**src/design/cmvc_pkg.sv**
```systemverilog
// Purpose: shared constants and types for the can mode and vector control block
// Assumes: axi4-lite register access, 32-bit data, one word per register
// Notes: offsets are byte addresses
package cmvc_pkg;

	localparam int AXI_AW = 8;
	localparam logic [7:0] OFS_CTRL1 = 8'h00;
	localparam logic [7:0] OFS_CTRL2 = 8'h04;
	localparam logic [7:0] OFS_VEC = 8'h08;
	localparam logic [7:0] OFS_FCTRL = 8'h0c;
	localparam logic [7:0] OFS_FIFO = 8'h10;

	localparam logic [1:0] RESP_OKAY = 2'h0;
	localparam logic [1:0] RESP_SLVERR = 2'h2;

	// control one, fifo control, fifo status and vector field positions
	localparam int POS_IDLE_STOP = 13;
	localparam int POS_ABORT = 12;
	localparam int POS_CLK_SEL = 11;
	localparam int POS_REQ = 8;
	localparam int POS_CUR = 5;
	localparam int POS_CAP = 3;
	localparam int POS_WIN = 0;
	localparam int POS_RAM_BUFFER_COUNT = 13;
	localparam int POS_FBP = 8;
	localparam int POS_HIT = 8;

	typedef enum logic [2:0] {
		CMVC_NORMAL = 3'h0,
		CMVC_DISABLE = 3'h1,
		CMVC_LOOPBACK = 3'h2,
		CMVC_LISTEN_ONLY = 3'h3,
		CMVC_CONFIG = 3'h4,
		CMVC_RSVD5 = 3'h5,
		CMVC_RSVD6 = 3'h6,
		CMVC_LISTEN_ALL = 3'h7
	} cmvc_mode_t;

	localparam cmvc_mode_t RST_MODE = CMVC_CONFIG;

	localparam logic [6:0] IC_FIFO_FULL = 7'h44;
	localparam logic [6:0] IC_RX_OVF = 7'h43;
	localparam logic [6:0] IC_WAKE = 7'h42;
	localparam logic [6:0] IC_ERROR = 7'h41;
	localparam logic [6:0] IC_NONE = 7'h40;
	localparam logic [5:0] IC_BUF_MAX = 6'h0f;
	localparam logic [4:0] DEPTH_MAX = 5'h11;
	localparam logic [4:0] HIT_MAX = 5'h0f;
	localparam logic [3:0] IDLE_BITS = 4'hb;

	localparam int NUM_RX_BUF = 32;
	localparam int NUM_TX_BUF = 8;
	localparam int NUM_FILTERS = 16;
	localparam int NUM_MASKS = 3;
	localparam int MAX_DLC = 8;

	typedef struct packed {
		logic idle_stop;
		logic abort_all_tx;
		logic module_clock_select;
		cmvc_mode_t mode_request;
		logic rx_capture_link_enable;
		logic register_window_select;
	} cmvc_ctrl_t;

	localparam cmvc_ctrl_t RST_CTRL = '{1'b0, 1'b0, 1'b0, RST_MODE, 1'b0, 1'b0};

endpackage

```
**src/design/cmvc_top.sv**
```systemverilog
// Purpose: operating mode sequencing, control and status registers, interrupt code
// Assumes: protocol engine and message ram live outside; strobes are one-cycle pulses
// Notes: registers reached over axi4-lite, 16-bit registers in the low half of each word
//
// The implementer's own choices: the placing of the registers and the AXI4-Lite interface to the registers.
`timescale 1ns/1ps

module cmvc_top
	import cmvc_pkg::*;
#(
	parameter int RX_BUFS = NUM_RX_BUF,
	parameter int TX_BUFS = NUM_TX_BUF,
	parameter int FILTERS = NUM_FILTERS,
	parameter int MASKS = NUM_MASKS
) (
	input wire logic i_clk_sys,
	input wire logic i_nrst,
	input wire logic [AXI_AW-1:0] i_awaddr,
	input wire logic i_awvalid,
	output logic o_awready,
	input wire logic [31:0] i_wdata,
	input wire logic [3:0] i_wstrb,
	input wire logic i_wvalid,
	output logic o_wready,
	output logic [1:0] o_bresp,
	output logic o_bvalid,
	input wire logic i_bready,
	input wire logic [AXI_AW-1:0] i_araddr,
	input wire logic i_arvalid,
	output logic o_arready,
	output logic [31:0] o_rdata,
	output logic [1:0] o_rresp,
	output logic o_rvalid,
	input wire logic i_rready,
	input wire logic i_bit_tick,
	input wire logic i_rx_recessive,
	input wire logic i_cpu_idle,
	input wire logic i_abort_done,
	input wire logic i_rx_store,
	input wire logic i_rx_to_fifo,
	input wire logic [4:0] i_rx_filter,
	input wire logic i_fifo_read_done,
	input wire logic i_irq_error,
	input wire logic i_irq_wake,
	input wire logic i_irq_rx_ovf,
	input wire logic i_irq_fifo_full,
	input wire logic i_irq_buf,
	input wire logic [5:0] i_irq_buf_num,
	output cmvc_mode_t o_current_mode,
	output logic o_module_halt,
	output logic o_abort_all_tx,
	output logic o_module_clock_double,
	output logic o_capture_pulse,
	output logic o_window_filter,
	output logic [4:0] o_data_compare_depth
);

	////////////////////////////////////////////////////////////////////////
	// state

	cmvc_ctrl_t ctrl_ff;
	cmvc_mode_t cur_mode_ff;
	logic [3:0] recessive_cnt_ff;
	logic [4:0] depth_ff;
	logic [4:0] hit_ff;
	logic [6:0] interrupt_source_code_ff;
	logic [2:0] ram_buffer_count_ff;
	logic [4:0] fsa_ff;
	logic [5:0] fbp_ff;
	logic [5:0] fifo_next_read_pointer_ff;
	logic [AXI_AW-1:0] awaddr_ff;
	logic aw_held_ff;
	logic [31:0] wdata_ff;
	logic [3:0] wstrb_ff;
	logic w_held_ff;
	logic bus_idle;
	logic wr_fire;
	logic [15:0] rd_word;
	logic rd_hit;
	logic [6:0] nxt_interrupt_source_code;
	logic [5:0] fifo_top;

	////////////////////////////////////////////////////////////////////////
	// axi4-lite write channel: address and data taken in either order

	assign wr_fire = aw_held_ff && w_held_ff && !o_bvalid;

	always_ff @(posedge i_clk_sys or negedge i_nrst) begin
		if (!i_nrst) begin
			aw_held_ff <= 1'b0;
			awaddr_ff <= '0;
			o_awready <= 1'b0;
		end else begin
			o_awready <= !aw_held_ff && !(i_awvalid && o_awready);
			if (i_awvalid && o_awready) begin
				aw_held_ff <= 1'b1;
				awaddr_ff <= i_awaddr;
			end else if (wr_fire) begin
				aw_held_ff <= 1'b0;
			end
		end
	end

	always_ff @(posedge i_clk_sys or negedge i_nrst) begin
		if (!i_nrst) begin
			w_held_ff <= 1'b0;
			wdata_ff <= '0;
			wstrb_ff <= '0;
			o_wready <= 1'b0;
		end else begin
			o_wready <= !w_held_ff && !(i_wvalid && o_wready);
			if (i_wvalid && o_wready) begin
				w_held_ff <= 1'b1;
				wdata_ff <= i_wdata;
				wstrb_ff <= i_wstrb;
			end else if (wr_fire) begin
				w_held_ff <= 1'b0;
			end
		end
	end

	always_ff @(posedge i_clk_sys or negedge i_nrst) begin
		if (!i_nrst) begin
			o_bvalid <= 1'b0;
			o_bresp <= RESP_OKAY;
		end else if (wr_fire) begin
			o_bvalid <= 1'b1;
			o_bresp <= (awaddr_ff == OFS_CTRL1 || awaddr_ff == OFS_CTRL2 ||
				awaddr_ff == OFS_FCTRL || awaddr_ff == OFS_VEC ||
				awaddr_ff == OFS_FIFO) ? RESP_OKAY : RESP_SLVERR;
		end else if (o_bvalid && i_bready) begin
			o_bvalid <= 1'b0;
		end
	end

	////////////////////////////////////////////////////////////////////////
	// control one: software side

	always_ff @(posedge i_clk_sys or negedge i_nrst) begin
		if (!i_nrst) begin
			ctrl_ff <= RST_CTRL;
		end else begin
			if (wr_fire && awaddr_ff == OFS_CTRL1 && wstrb_ff[1]) begin
				ctrl_ff.idle_stop <= wdata_ff[POS_IDLE_STOP];
				ctrl_ff.module_clock_select <= wdata_ff[POS_CLK_SEL];
				ctrl_ff.mode_request <= cmvc_mode_t'(wdata_ff[POS_REQ+:3]);
			end
			if (wr_fire && awaddr_ff == OFS_CTRL1 && wstrb_ff[0]) begin
				ctrl_ff.rx_capture_link_enable <= wdata_ff[POS_CAP];
				ctrl_ff.register_window_select <= wdata_ff[POS_WIN];
			end
			// a software set in the same cycle as the completion wins
			if (wr_fire && awaddr_ff == OFS_CTRL1 && wstrb_ff[1] && wdata_ff[POS_ABORT]) begin
				ctrl_ff.abort_all_tx <= 1'b1;
			end else if (i_abort_done) begin
				ctrl_ff.abort_all_tx <= 1'b0;
			end
		end
	end

	////////////////////////////////////////////////////////////////////////
	// mode sequencing: bus idle is eleven recessive bits in a row

	always_ff @(posedge i_clk_sys or negedge i_nrst) begin
		if (!i_nrst) begin
			recessive_cnt_ff <= '0;
		end else if (i_bit_tick) begin
			if (!i_rx_recessive) begin
				recessive_cnt_ff <= '0;
			end else if (recessive_cnt_ff != IDLE_BITS) begin
				recessive_cnt_ff <= recessive_cnt_ff + 4'h1;
			end
		end
	end

	assign bus_idle = (recessive_cnt_ff == IDLE_BITS);

	// reserved requests are stored but never entered
	always_ff @(posedge i_clk_sys or negedge i_nrst) begin
		if (!i_nrst) begin
			cur_mode_ff <= RST_MODE;
		end else if (bus_idle && ctrl_ff.mode_request != cur_mode_ff) begin
			unique case (ctrl_ff.mode_request)
				CMVC_NORMAL,
				CMVC_DISABLE,
				CMVC_LOOPBACK,
				CMVC_LISTEN_ONLY,
				CMVC_CONFIG,
				CMVC_LISTEN_ALL: begin
					cur_mode_ff <= ctrl_ff.mode_request;
				end
				CMVC_RSVD5,
				CMVC_RSVD6: begin
					cur_mode_ff <= cur_mode_ff;
				end
			endcase
		end
	end

	////////////////////////////////////////////////////////////////////////
	// compare depth, filter hit, fifo configuration

	always_ff @(posedge i_clk_sys or negedge i_nrst) begin
		if (!i_nrst) begin
			depth_ff <= '0;
		end else if (wr_fire && awaddr_ff == OFS_CTRL2 && wstrb_ff[0] && wdata_ff[4:0] <= DEPTH_MAX) begin
			depth_ff <= wdata_ff[4:0];
		end
	end

	// only messages the engine accepted ever reach here
	always_ff @(posedge i_clk_sys or negedge i_nrst) begin
		if (!i_nrst) begin
			hit_ff <= '0;
		end else if (i_rx_store && i_rx_filter <= HIT_MAX) begin
			hit_ff <= i_rx_filter;
		end
	end

	always_ff @(posedge i_clk_sys or negedge i_nrst) begin
		if (!i_nrst) begin
			ram_buffer_count_ff <= '0;
			fsa_ff <= '0;
		end else if (wr_fire && awaddr_ff == OFS_FCTRL) begin
			if (wstrb_ff[1]) begin
				ram_buffer_count_ff <= wdata_ff[POS_RAM_BUFFER_COUNT+:3];
			end
			if (wstrb_ff[0]) begin
				fsa_ff <= wdata_ff[4:0];
			end
		end
	end

	// last buffer of the fifo area from the ram buffer count code
	always_comb begin
		unique case (ram_buffer_count_ff)
			3'h0: fifo_top = 6'h03;
			3'h1: fifo_top = 6'h05;
			3'h2: fifo_top = 6'h07;
			3'h3: fifo_top = 6'h0b;
			3'h4: fifo_top = 6'h0f;
			3'h5: fifo_top = 6'h17;
			default: fifo_top = 6'(RX_BUFS - 1);
		endcase
	end

	// fifo pointers reload on reconfiguration and wrap to the start area
	always_ff @(posedge i_clk_sys or negedge i_nrst) begin
		if (!i_nrst) begin
			fbp_ff <= '0;
		end else if (wr_fire && awaddr_ff == OFS_FCTRL) begin
			fbp_ff <= {1'b0, wdata_ff[4:0]};
		end else if (i_rx_store && i_rx_to_fifo) begin
			fbp_ff <= (fbp_ff >= fifo_top) ? {1'b0, fsa_ff} : fbp_ff + 6'h01;
		end
	end

	always_ff @(posedge i_clk_sys or negedge i_nrst) begin
		if (!i_nrst) begin
			fifo_next_read_pointer_ff <= '0;
		end else if (wr_fire && awaddr_ff == OFS_FCTRL) begin
			fifo_next_read_pointer_ff <= {1'b0, wdata_ff[4:0]};
		end else if (i_fifo_read_done) begin
			fifo_next_read_pointer_ff <= (fifo_next_read_pointer_ff >= fifo_top) ? {1'b0, fsa_ff} : fifo_next_read_pointer_ff + 6'h01;
		end
	end

	////////////////////////////////////////////////////////////////////////
	// interrupt code: module sources first; buffers past 15 would land in reserved codes

	always_comb begin
		if (i_irq_error) begin
			nxt_interrupt_source_code = IC_ERROR;
		end else if (i_irq_wake) begin
			nxt_interrupt_source_code = IC_WAKE;
		end else if (i_irq_rx_ovf) begin
			nxt_interrupt_source_code = IC_RX_OVF;
		end else if (i_irq_fifo_full) begin
			nxt_interrupt_source_code = IC_FIFO_FULL;
		end else if (i_irq_buf && i_irq_buf_num <= IC_BUF_MAX) begin
			nxt_interrupt_source_code = {1'b0, i_irq_buf_num};
		end else begin
			nxt_interrupt_source_code = IC_NONE;
		end
	end

	always_ff @(posedge i_clk_sys or negedge i_nrst) begin
		if (!i_nrst) begin
			interrupt_source_code_ff <= IC_NONE;
		end else begin
			interrupt_source_code_ff <= nxt_interrupt_source_code;
		end
	end

	////////////////////////////////////////////////////////////////////////
	// axi4-lite read channel

	always_comb begin
		rd_hit = 1'b1;
		rd_word = '0;
		unique case (i_araddr)
			OFS_CTRL1: begin
				rd_word[POS_IDLE_STOP] = ctrl_ff.idle_stop;
				rd_word[POS_ABORT] = ctrl_ff.abort_all_tx;
				rd_word[POS_CLK_SEL] = ctrl_ff.module_clock_select;
				rd_word[POS_REQ+:3] = ctrl_ff.mode_request;
				rd_word[POS_CUR+:3] = cur_mode_ff;
				rd_word[POS_CAP] = ctrl_ff.rx_capture_link_enable;
				rd_word[POS_WIN] = ctrl_ff.register_window_select;
			end
			OFS_CTRL2: rd_word[4:0] = depth_ff;
			OFS_VEC: begin
				rd_word[POS_HIT+:5] = hit_ff;
				rd_word[6:0] = interrupt_source_code_ff;
			end
			OFS_FCTRL: begin
				rd_word[POS_RAM_BUFFER_COUNT+:3] = ram_buffer_count_ff;
				rd_word[4:0] = fsa_ff;
			end
			OFS_FIFO: begin
				rd_word[POS_FBP+:6] = fbp_ff;
				rd_word[5:0] = fifo_next_read_pointer_ff;
			end
			default: rd_hit = 1'b0;
		endcase
	end

	always_ff @(posedge i_clk_sys or negedge i_nrst) begin
		if (!i_nrst) begin
			o_arready <= 1'b0;
			o_rvalid <= 1'b0;
			o_rdata <= '0;
			o_rresp <= RESP_OKAY;
		end else begin
			o_arready <= !o_rvalid && !(i_arvalid && o_arready);
			if (i_arvalid && o_arready) begin
				o_rvalid <= 1'b1;
				o_rdata <= {16'h0000, rd_word};
				o_rresp <= rd_hit ? RESP_OKAY : RESP_SLVERR;
			end else if (o_rvalid && i_rready) begin
				o_rvalid <= 1'b0;
			end
		end
	end

	////////////////////////////////////////////////////////////////////////
	// outputs toward the protocol engine, all registered
	// engine handles frames, rtr replies, priorities, wake filter

	always_ff @(posedge i_clk_sys or negedge i_nrst) begin
		if (!i_nrst) begin
			o_current_mode <= RST_MODE;
			o_module_halt <= 1'b0;
			o_abort_all_tx <= 1'b0;
			o_module_clock_double <= 1'b0;
			o_capture_pulse <= 1'b0;
			o_window_filter <= 1'b0;
			o_data_compare_depth <= '0;
		end else begin
			o_current_mode <= cur_mode_ff;
			o_module_halt <= ctrl_ff.idle_stop && i_cpu_idle;
			o_abort_all_tx <= ctrl_ff.abort_all_tx;
			o_module_clock_double <= ctrl_ff.module_clock_select;
			o_capture_pulse <= ctrl_ff.rx_capture_link_enable && i_rx_store;
			o_window_filter <= ctrl_ff.register_window_select;
			o_data_compare_depth <= depth_ff;
		end
	end

endmodule
```
**config.mk**
```make
export PLATFORM = sky130hd
export DESIGN_NAME = cmvc_top
export DESIGN_NICKNAME = d
export VERILOG_FILES = /design/src/design/cmvc_pkg.sv /design/src/design/cmvc_top.sv
export SDC_FILE = /design/constraint.sdc
export NUM_CORES = 1
export LEC_CHECK = 0
export BUFFER_PORTS_ARGS = -buffer_cell sky130_fd_sc_hd__buf_4
export CAP_MARGIN = 20
export CORE_MARGIN = 1.5
export CORE_UTILIZATION = 26
export CTS_CLUSTER_SIZE = 28
export DETAILED_ROUTE_END_ITERATION = 6
export GPL_TIMING_DRIVEN = 0
export MAX_ROUTING_LAYER = met4
export PLACE_DENSITY_LB_ADDON = 0.08
export SLEW_MARGIN = 10
export SYNTH_ARGS = -nofsm -noshare
export SYNTH_HDL_FRONTEND = slang
export SYNTH_SLANG_ARGS = --single-unit
```
**constraint.sdc**
```tcl
create_clock -name i_clk_sys -period 2.8 [get_ports i_clk_sys]
set_input_delay 0.28 -clock i_clk_sys [delete_from_list [all_inputs] [get_ports i_clk_sys]]
set_output_delay 0.28 -clock i_clk_sys [all_outputs]
set_load 0.02 [all_outputs]
```
==> run_summary.xml, run 1 <==
<?xml version="1.0" encoding="UTF-8"?>
<metrics>
  <group name="route">
    <metric name="drt_pass1_iterations" unit="">4</metric>
    <metric name="routed_wl" unit="um">13900</metric>
    <metric name="final_antenna_net_count" unit="">0</metric>
    <metric name="drcViolationCount" unit="">0</metric>
    <metric name="dr.first_iter.drc_count" unit="">212</metric>
    <metric name="detail_route.wl_per_cell" unit="um">15.8</metric>
    <metric name="routed_via_density" unit="">4.40</metric>
    <metric name="routed-via-count" unit="">3887</metric>
  </group>
  <group name="worst_setup_path">
    <metric name="endpoint_kind" unit="">flop</metric>
    <metric name="path_buf_inv" unit="">1</metric>
    <metric name="cp_required" unit="ns">3.12</metric>
    <metric name="slowest_delay" unit="ns">0.49</metric>
    <metric name="rr_worst_depth" unit="">8</metric>
    <metric name="data_arrival_critical_path" unit="ns">2.90</metric>
    <metric name="endpoint" unit="">fifo_next_read_pointer_ff[4]</metric>
    <metric name="critical_path_depth" unit="">8</metric>
    <metric name="crit_path_class" unit="">reg2reg</metric>
    <metric name="crit_path_max_fanout" unit="">8</metric>
    <metric name="r2r_end" unit="">fifo_next_read_pointer_ff[4]</metric>
    <metric name="critical_path.top_delay_family" unit="">compound AO/OA/AOI/OAI gates</metric>
    <metric name="reg2reg_from" unit="">ram_buffer_count_ff[2]</metric>
    <metric name="worstSetupStartpoint" unit="">ram_buffer_count_ff[2]</metric>
    <metric name="worstPathCellList" unit="">ha_1 -&gt; a31oi_1 -&gt; ha_1 -&gt; a211oi_4 -&gt; and2_0 -&gt; clkbuf_1 -&gt; o211ai_1 -&gt; a31oi_1</metric>
    <metric name="crit_path_start_kind" unit="">flop</metric>
    <metric name="r2r_slack" unit="ns">0.22</metric>
    <metric name="slowest_stage" unit="">dfrtp_1</metric>
  </group>
  <group name="clock_network">
    <metric name="clock_insertion_delay_worst_skew" unit="ns">0.41</metric>
    <metric name="clock-sinks" unit="">113</metric>
    <metric name="cts_made_buffers" unit="">17</metric>
    <metric name="cts_tree" unit="">done</metric>
    <metric name="clockBufferDepth" unit="">2</metric>
    <metric name="clockRootBuffer" unit="">clkbuf_16</metric>
    <metric name="cts.reportedPaths.clkPinSlew" unit="ns">0.05</metric>
    <metric name="cts.htree.levels" unit="">4</metric>
  </group>
  <group name="final_layout">
    <metric name="fin_nets" unit="">696</metric>
    <metric name="diodes" unit="">0</metric>
    <metric name="post_route_cells_drive_above_1_share" unit="%">33.2</metric>
    <metric name="final_core_utilization" unit="%">35.1</metric>
    <metric name="area_delta_synth_final" unit="%">32.9</metric>
  </group>
  <group name="pwr">
    <metric name="power.density_cell_area" unit="nW/um^2">837</metric>
    <metric name="combPwrFrac" unit="%">23.8</metric>
    <metric name="ir_worst_vdd" unit="mV">0.465</metric>
    <metric name="cell_internal_pwr" unit="mW">4.08</metric>
    <metric name="static-leakage-power" unit="nW">3.33</metric>
    <metric name="clock_power_share" unit="%">35.1</metric>
    <metric name="switching_share" unit="%">31.2</metric>
    <metric name="power_switching" unit="mW">1.85</metric>
    <metric name="power_frac_seq" unit="%">41.1</metric>
  </group>
  <group name="global_route">
    <metric name="grt.overflow.total" unit="">0</metric>
    <metric name="grt_pass1_vias" unit="">4050</metric>
    <metric name="grt_first_pass_wirelength" unit="um">22800</metric>
    <metric name="grt_antenna_before_repair" unit="">0</metric>
    <metric name="grt_max_degree" unit="">71</metric>
    <metric name="grtUsageTotal" unit="%">14.3</metric>
  </group>
  <group name="yosys">
    <metric name="number_of_enable_type_register_cells_in_the_synthesized_netlist" unit="">0</metric>
    <metric name="postSynthAreaPerCell" unit="um^2">11.4</metric>
    <metric name="post_synth_main_area_contributors" unit="">dfrtp_1, mux2_2, ha_1, nand2_1, a21oi_1</metric>
    <metric name="synth_ff_type" unit="">dfrtp_1</metric>
    <metric name="ys_seq_area_share" unit="%">53.2</metric>
    <metric name="synthTopCellsByCount" unit="">dfrtp_1, mux2_2, nand2_1</metric>
    <metric name="synth-warning-count" unit="">0</metric>
    <metric name="synth.top_cell.area_share" unit="%">51.2</metric>
    <metric name="synth.most_common_cell" unit="">dfrtp_1</metric>
    <metric name="synth_cell_type_count" unit="">51</metric>
    <metric name="synth_top_cell_by_area" unit="">dfrtp_1</metric>
    <metric name="proportion_of_register_bits_with_asynchronous_set_or_reset_after_synthesis" unit="%">100</metric>
    <metric name="syn_inst" unit="">467</metric>
    <metric name="synth_area" unit="um^2">5330</metric>
    <metric name="ys_seq_elements" unit="">113</metric>
  </group>
  <group name="die">
    <metric name="dieArea" unit="um^2">21400</metric>
    <metric name="floorplan.die.width" unit="um">146</metric>
    <metric name="pin_count" unit="">136</metric>
    <metric name="floorplan.initialDensity" unit="%">26.4</metric>
    <metric name="std_cell_rows" unit="">52</metric>
    <metric name="height_of_the_chip" unit="um">146</metric>
    <metric name="floorplan_core_area" unit="um^2">20200</metric>
  </group>
  <group name="sta">
    <metric name="post-route-worst-setup-slack" unit="ns">0.221</metric>
    <metric name="drv_slew" unit="">0</metric>
    <metric name="hold_violations_final" unit="">0</metric>
    <metric name="setup_violations" unit="">0</metric>
    <metric name="clock.fmax" unit="MHz">388</metric>
    <metric name="max_slew.worst_pin.slew" unit="ns">0.621</metric>
    <metric name="final_worst_hold_slack" unit="ns">0.0480</metric>
    <metric name="finalCriticalPeriod" unit="ns">2.58</metric>
    <metric name="finClkSkew" unit="ns">0.00706</metric>
    <metric name="min_period_over_period" unit="%">92.1</metric>
    <metric name="final.setup.tns" unit="ns">0</metric>
    <metric name="timing.slew.headroom" unit="%">58.6</metric>
    <metric name="grt_setup_unrepaired" unit="">false</metric>
  </group>
  <group name="placement">
    <metric name="gp_routability_congestion" unit="">0.806</metric>
    <metric name="port_buffers" unit="">93</metric>
    <metric name="dp_hpwl" unit="um">10500</metric>
    <metric name="preCtsSetupSlack" unit="ns">-0.0233</metric>
  </group>
  <group name="run">
    <metric name="max_cap_violations" unit="">0</metric>
  </group>
  <group name="min_path">
    <metric name="hold_path_class" unit="">in2reg</metric>
  </group>
  <group name="status">
    <metric name="status" unit="">finished clean</metric>
  </group>
</metrics>
-- state kept, by name (all words and copies together) (netlist names), 6 cells and up --
signal,count
interrupt_source_code_ff,7
wdata_ff,13
o_rdata,16
fbp_ff,6
fifo_next_read_pointer_ff,6
awaddr_ff,8
ctrl_ff,8
-- worst reg2reg max path: cells and delay by family (launching register included) --
kind | cells | cell delay (ns)
AOI/OAI and AO/OA | 4 | 0.96
adders and majority gates | 2 | 0.62
buffers and inverters | 1 | 0.26
DFF | 1 | 0.49
and+or+nand+nor | 1 | 0.17
-- power groups by stage --
stage	registers, mW	clock network [mW]	logic [mW]
final	2.43	2.08	1.41
after global routing	2.51	2.22	1.58
after CTS	2.44	2.15	1.40
after detailed placement	2.47	0	1.37
after global placement	2.46	0	1.34
after floorplan	2.38	0	0.912
-- logic make-up (layout without fill, tap and decap cells) --
group | after synthesis | in the layout | synth area share [%]
compound gates | 99 | 99 | 11.8
xor+xnor | 9 | 9 | 1.48
fa+ha+maj | 13 | 13 | 3.05
buf+inv | 45 | 173 | 4.58
flops | 113 | 113 | 53.2
mux | 61 | 61 | 13.6
other cells | 1 | 20 | 0.0704
simple gates | 126 | 126 | 12.2
-- layout make-up --
cell class | instances | area, um^2
well taps | 270 | 338
fillers | 2063 | 13100
plain buffers | 32 | 195
clock inverters | 5 | 52.6
multi-input cells | 328 | 2340
inverters | 12 | 45.0
flip-flops and latches | 113 | 2830
repair buffers | 97 | 754
clock buffers | 27 | 523
-- how the worst min path moves through the flow --
stage | to | from | cells past startpoint
after floorplan | aw_held_ff | i_nrst | 0
after global placement | o_current_mode[2] | cur_mode_ff[2] | 0
after detailed placement | o_rdata[5] | i_nrst | 1
after CTS | o_bvalid | i_bready | 2
after global routing | ctrl_ff[6] | i_abort_done | 2
final | o_bvalid | i_bready | 2
-- repair_timing --
action                                  in CTS  in global routing
endpoints found under the hold margin       43                  0
gates cloned                                 0                  0
pin swaps                                    0                  0
gates resized for setup                      2                  2
hold buffers                                 1                  0
endpoints found under the setup margin       5                  8
buffers inserted                             0                  2
-- layout by cell type (no fill, tap or decap), drive strengths merged, types with 7 or more instances in the layout --
cell type    n
clkbuf      40
dfrtp      109
o21ai       18
conb        20
a21oi       27
mux2i       12
ha          13
a31oi       10
o211ai       7
o31ai        8
nor2        21
buf        115
inv         12
mux2        47
nand3       19
nand2       40
nor2b       11
-- layer usage --
layer / share of wire (%) / vias up / track usage [%]
li1: - / 1914 / -
met1: 50 / 1860 / 19.4
met2: 45 / 103 / 20.5
met3: 4.7 / 10 / 3.38
met4: 1.1 / 0 / 5.40
met5: 0 / - / -
-- metrics by stage --
stage	instances	area (um^2)	total power [mW]
2_1_floorplan	486	5400	3.29
3_3_place_gp	849	6430	3.80
3_5_place_dp	850	6460	3.84
4_1_cts	883	7060	5.99
5_1_grt	884	7080	6.31
6_report	884	7080	5.92
(Power assumes the default switching activity.)
==> run 2, diff against run 1 <==
- ABC_CLOCK_PERIOD_IN_PS: not set -> 2800
- CORE_ASPECT_RATIO: not set -> 0.75
- REMOVE_ABC_BUFFERS: not set -> 1
==> run 2 against run 1 <==
  * Global-route usage up 0.25 points
  * Via count up 0.46%
  * Final cell count shrank 4.6%
  * Non-clock buffer count fell by 29
  * Worst setup slack gained 0.065 ns
  * Largest power group unchanged
  * First-iteration DRC count decreased by 17%
  * Critical path type unchanged
  * Critical path depth is 3 lower
  * Clock skew grew 0.0015 ns
  * Highest routed layer unchanged
  * Wire length rose by 1.4%
  * Count of clock-buffer cells in the layout fell by 4
==> run_summary.xml, run 2 (synthesized netlist as in run 1, its figures left out) <==
<?xml version="1.0" encoding="UTF-8"?>
<metrics>
  <group name="status">
    <metric name="status" unit="">finished clean</metric>
  </group>
  <group name="global_route">
    <metric name="grt.overflow.total" unit="">0</metric>
    <metric name="grt_antenna_before_repair" unit="">0</metric>
    <metric name="grt_pass1_vias" unit="">3972</metric>
    <metric name="grt_first_pass_wirelength" unit="um">22400</metric>
    <metric name="grtUsageTotal" unit="%">14.5</metric>
    <metric name="grt_max_degree" unit="">64</metric>
  </group>
  <group name="die">
    <metric name="height_of_the_chip" unit="um">127</metric>
    <metric name="std_cell_rows" unit="">45</metric>
    <metric name="pin_count" unit="">136</metric>
    <metric name="floorplan_core_area" unit="um^2">20200</metric>
    <metric name="floorplan.die.width" unit="um">168</metric>
    <metric name="floorplan.initialDensity" unit="%">26.4</metric>
    <metric name="dieArea" unit="um^2">21400</metric>
  </group>
  <group name="clock_network">
    <metric name="cts_made_buffers" unit="">17</metric>
    <metric name="cts.htree.levels" unit="">4</metric>
    <metric name="clockRootBuffer" unit="">clkbuf_16</metric>
    <metric name="clock-sinks" unit="">113</metric>
    <metric name="clock_insertion_delay_worst_skew" unit="ns">0.42</metric>
    <metric name="cts.reportedPaths.clkPinSlew" unit="ns">0.05</metric>
    <metric name="clockBufferDepth" unit="">2</metric>
    <metric name="cts_tree" unit="">done</metric>
  </group>
  <group name="worst_setup_path">
    <metric name="slowest_delay" unit="ns">0.57</metric>
    <metric name="worstPathCellList" unit="">or4_4 -&gt; nor4_4 -&gt; and3_1 -&gt; nand2_4 -&gt; mux2_4</metric>
    <metric name="endpoint_kind" unit="">flop</metric>
    <metric name="crit_path_start_kind" unit="">flop</metric>
    <metric name="crit_path_class" unit="">reg2reg</metric>
    <metric name="crit_path_max_fanout" unit="">8</metric>
    <metric name="cp_required" unit="ns">3.10</metric>
    <metric name="critical_path_depth" unit="">5</metric>
    <metric name="slowest_stage" unit="">or4_4</metric>
    <metric name="data_arrival_critical_path" unit="ns">2.81</metric>
    <metric name="critical_path.top_delay_family" unit="">simple AND/OR/NAND/NOR gates</metric>
    <metric name="path_buf_inv" unit="">0</metric>
    <metric name="rr_worst_depth" unit="">5</metric>
  </group>
  <group name="sta">
    <metric name="setup_violations" unit="">0</metric>
    <metric name="timing.slew.headroom" unit="%">33.8</metric>
    <metric name="min_period_over_period" unit="%">89.8</metric>
    <metric name="drv_slew" unit="">0</metric>
    <metric name="finalCriticalPeriod" unit="ns">2.51</metric>
    <metric name="hold_violations_final" unit="">0</metric>
    <metric name="finClkSkew" unit="ns">0.00854</metric>
    <metric name="post-route-worst-setup-slack" unit="ns">0.286</metric>
    <metric name="max_slew.worst_pin.slew" unit="ns">0.990</metric>
    <metric name="clock.fmax" unit="MHz">398</metric>
  </group>
  <group name="pwr">
    <metric name="power.total" unit="mW">6.12</metric>
    <metric name="ir_worst_vdd" unit="mV">0.309</metric>
    <metric name="static-leakage-power" unit="nW">3.24</metric>
    <metric name="power.density_cell_area" unit="nW/um^2">882</metric>
  </group>
  <group name="final_layout">
    <metric name="fin_nets" unit="">667</metric>
    <metric name="post_layout_nonfiller_instances" unit="">843</metric>
    <metric name="reg_top3" unit="">o_rdata: 16 flops, wdata_ff: 13 flops</metric>
    <metric name="final_design_area_no_fill" unit="um^2">6940</metric>
    <metric name="top_register" unit="">o_rdata</metric>
    <metric name="area_delta_synth_final" unit="%">30.3</metric>
    <metric name="flip_flop_count_of_the_largest_register_after_layout" unit="">16</metric>
    <metric name="fillers" unit="">2052</metric>
    <metric name="layout_common_cells" unit="">dfrtp_1, buf_4, mux2_2</metric>
    <metric name="post_route_cells_drive_above_1_share" unit="%">32.1</metric>
    <metric name="layout.cells.most_common" unit="">dfrtp_1</metric>
    <metric name="diodes" unit="">0</metric>
  </group>
  <group name="placement">
    <metric name="gp_routability_congestion" unit="">0.784</metric>
    <metric name="port_buffers" unit="">96</metric>
    <metric name="place_area" unit="um^2">6270</metric>
    <metric name="placed_cells_incl_taps" unit="">808</metric>
    <metric name="preCtsSetupSlack" unit="ns">0.0595</metric>
    <metric name="dp_hpwl" unit="um">10000</metric>
  </group>
  <group name="min_path">
    <metric name="hold_path_class" unit="">in2reg</metric>
    <metric name="worst_hold_path.num_cells" unit="">2</metric>
  </group>
  <group name="route">
    <metric name="final_antenna_net_count" unit="">0</metric>
    <metric name="drt_pass1_iterations" unit="">4</metric>
    <metric name="drcViolationCount" unit="">0</metric>
    <metric name="routed_via_density" unit="">4.63</metric>
    <metric name="dr.first_iter.drc_count" unit="">176</metric>
    <metric name="detail_route.wl_per_cell" unit="um">16.8</metric>
    <metric name="routed_wl" unit="um">14100</metric>
    <metric name="routed-via-count" unit="">3905</metric>
  </group>
  <group name="run">
    <metric name="max_cap_violations" unit="">0</metric>
  </group>
</metrics>
==> run 2: path summary, 6_finish.rpt <==
kind | from | to | slack, ns
max | awaddr_ff[0] | fsa_ff[0] | 0.29
min | i_awvalid | o_awready | 0.04
max reg2reg | awaddr_ff[0] | fsa_ff[0] | 0.29
min reg2reg | cur_mode_ff[2] | o_current_mode[2] | 0.38
max in group asynchronous | i_nrst | wdata_ff[13] | 1.72
min in group asynchronous | i_nrst | o_current_mode[1] | 0.38
==> run 2: metal layers <==
layer  routed length (um)  track usage (%)  part of all wire [%]  up-vias
met5                    0                -                     0        -
met4                  184             5.30                   1.3        0
met3                  580             3.65                   4.1       14
met2                 6200             20.8                    44       90
met1                 7170             19.7                    51     1935
li1                     -                -                     -     1866
==> run 2: worst reg2reg max path, cell delays in order, from the launching register on <==
cell and delay (ns):
dfrtp_1 0.37, or4_4 0.57, nor4_4 0.40, and3_1 0.57, nand2_4 0.17, mux2_4 0.32
==> run 2: through the flow <==
stage          hold slack, ns  utilization [%]  setup TNS, ns
2_1_floorplan         -0.0156                -              0
3_3_place_gp            0.376             31.0              0
3_5_place_dp            0.276             31.1              0
4_1_cts                0.0221             34.3              0
5_1_grt                0.0307             34.4        -0.0332
6_report               0.0436             34.4              0
==> run 2: area by class of cell <==
type                            instances  area [um^2]  share of cell area, %
Clock buffer                           23          478                   6.89
Multi-Input combinational cell        328         2330                   33.6
Clock inverter                          9          154                   2.22
Timing Repair Buffer                  100          777                   11.2
Sequential cell                       113         2830                   40.8
Tap cell                              258          323                   4.65
Inverter                               12         45.0                  0.649
==> run 2: power by group <==
part           switching, mW  internal (mW)
Clock                  0.759           1.56
Combinational          0.678          0.680
Sequential             0.439           2.01
Total                   1.88           4.24
==> run 2: timing repair <==
item	4_1_cts	5_1_grt
buffers inserted	0	2
hold endpoints to repair	47	0
hold buffers	1	0
resized for setup	0	3
endpoints found under the setup margin	0	12
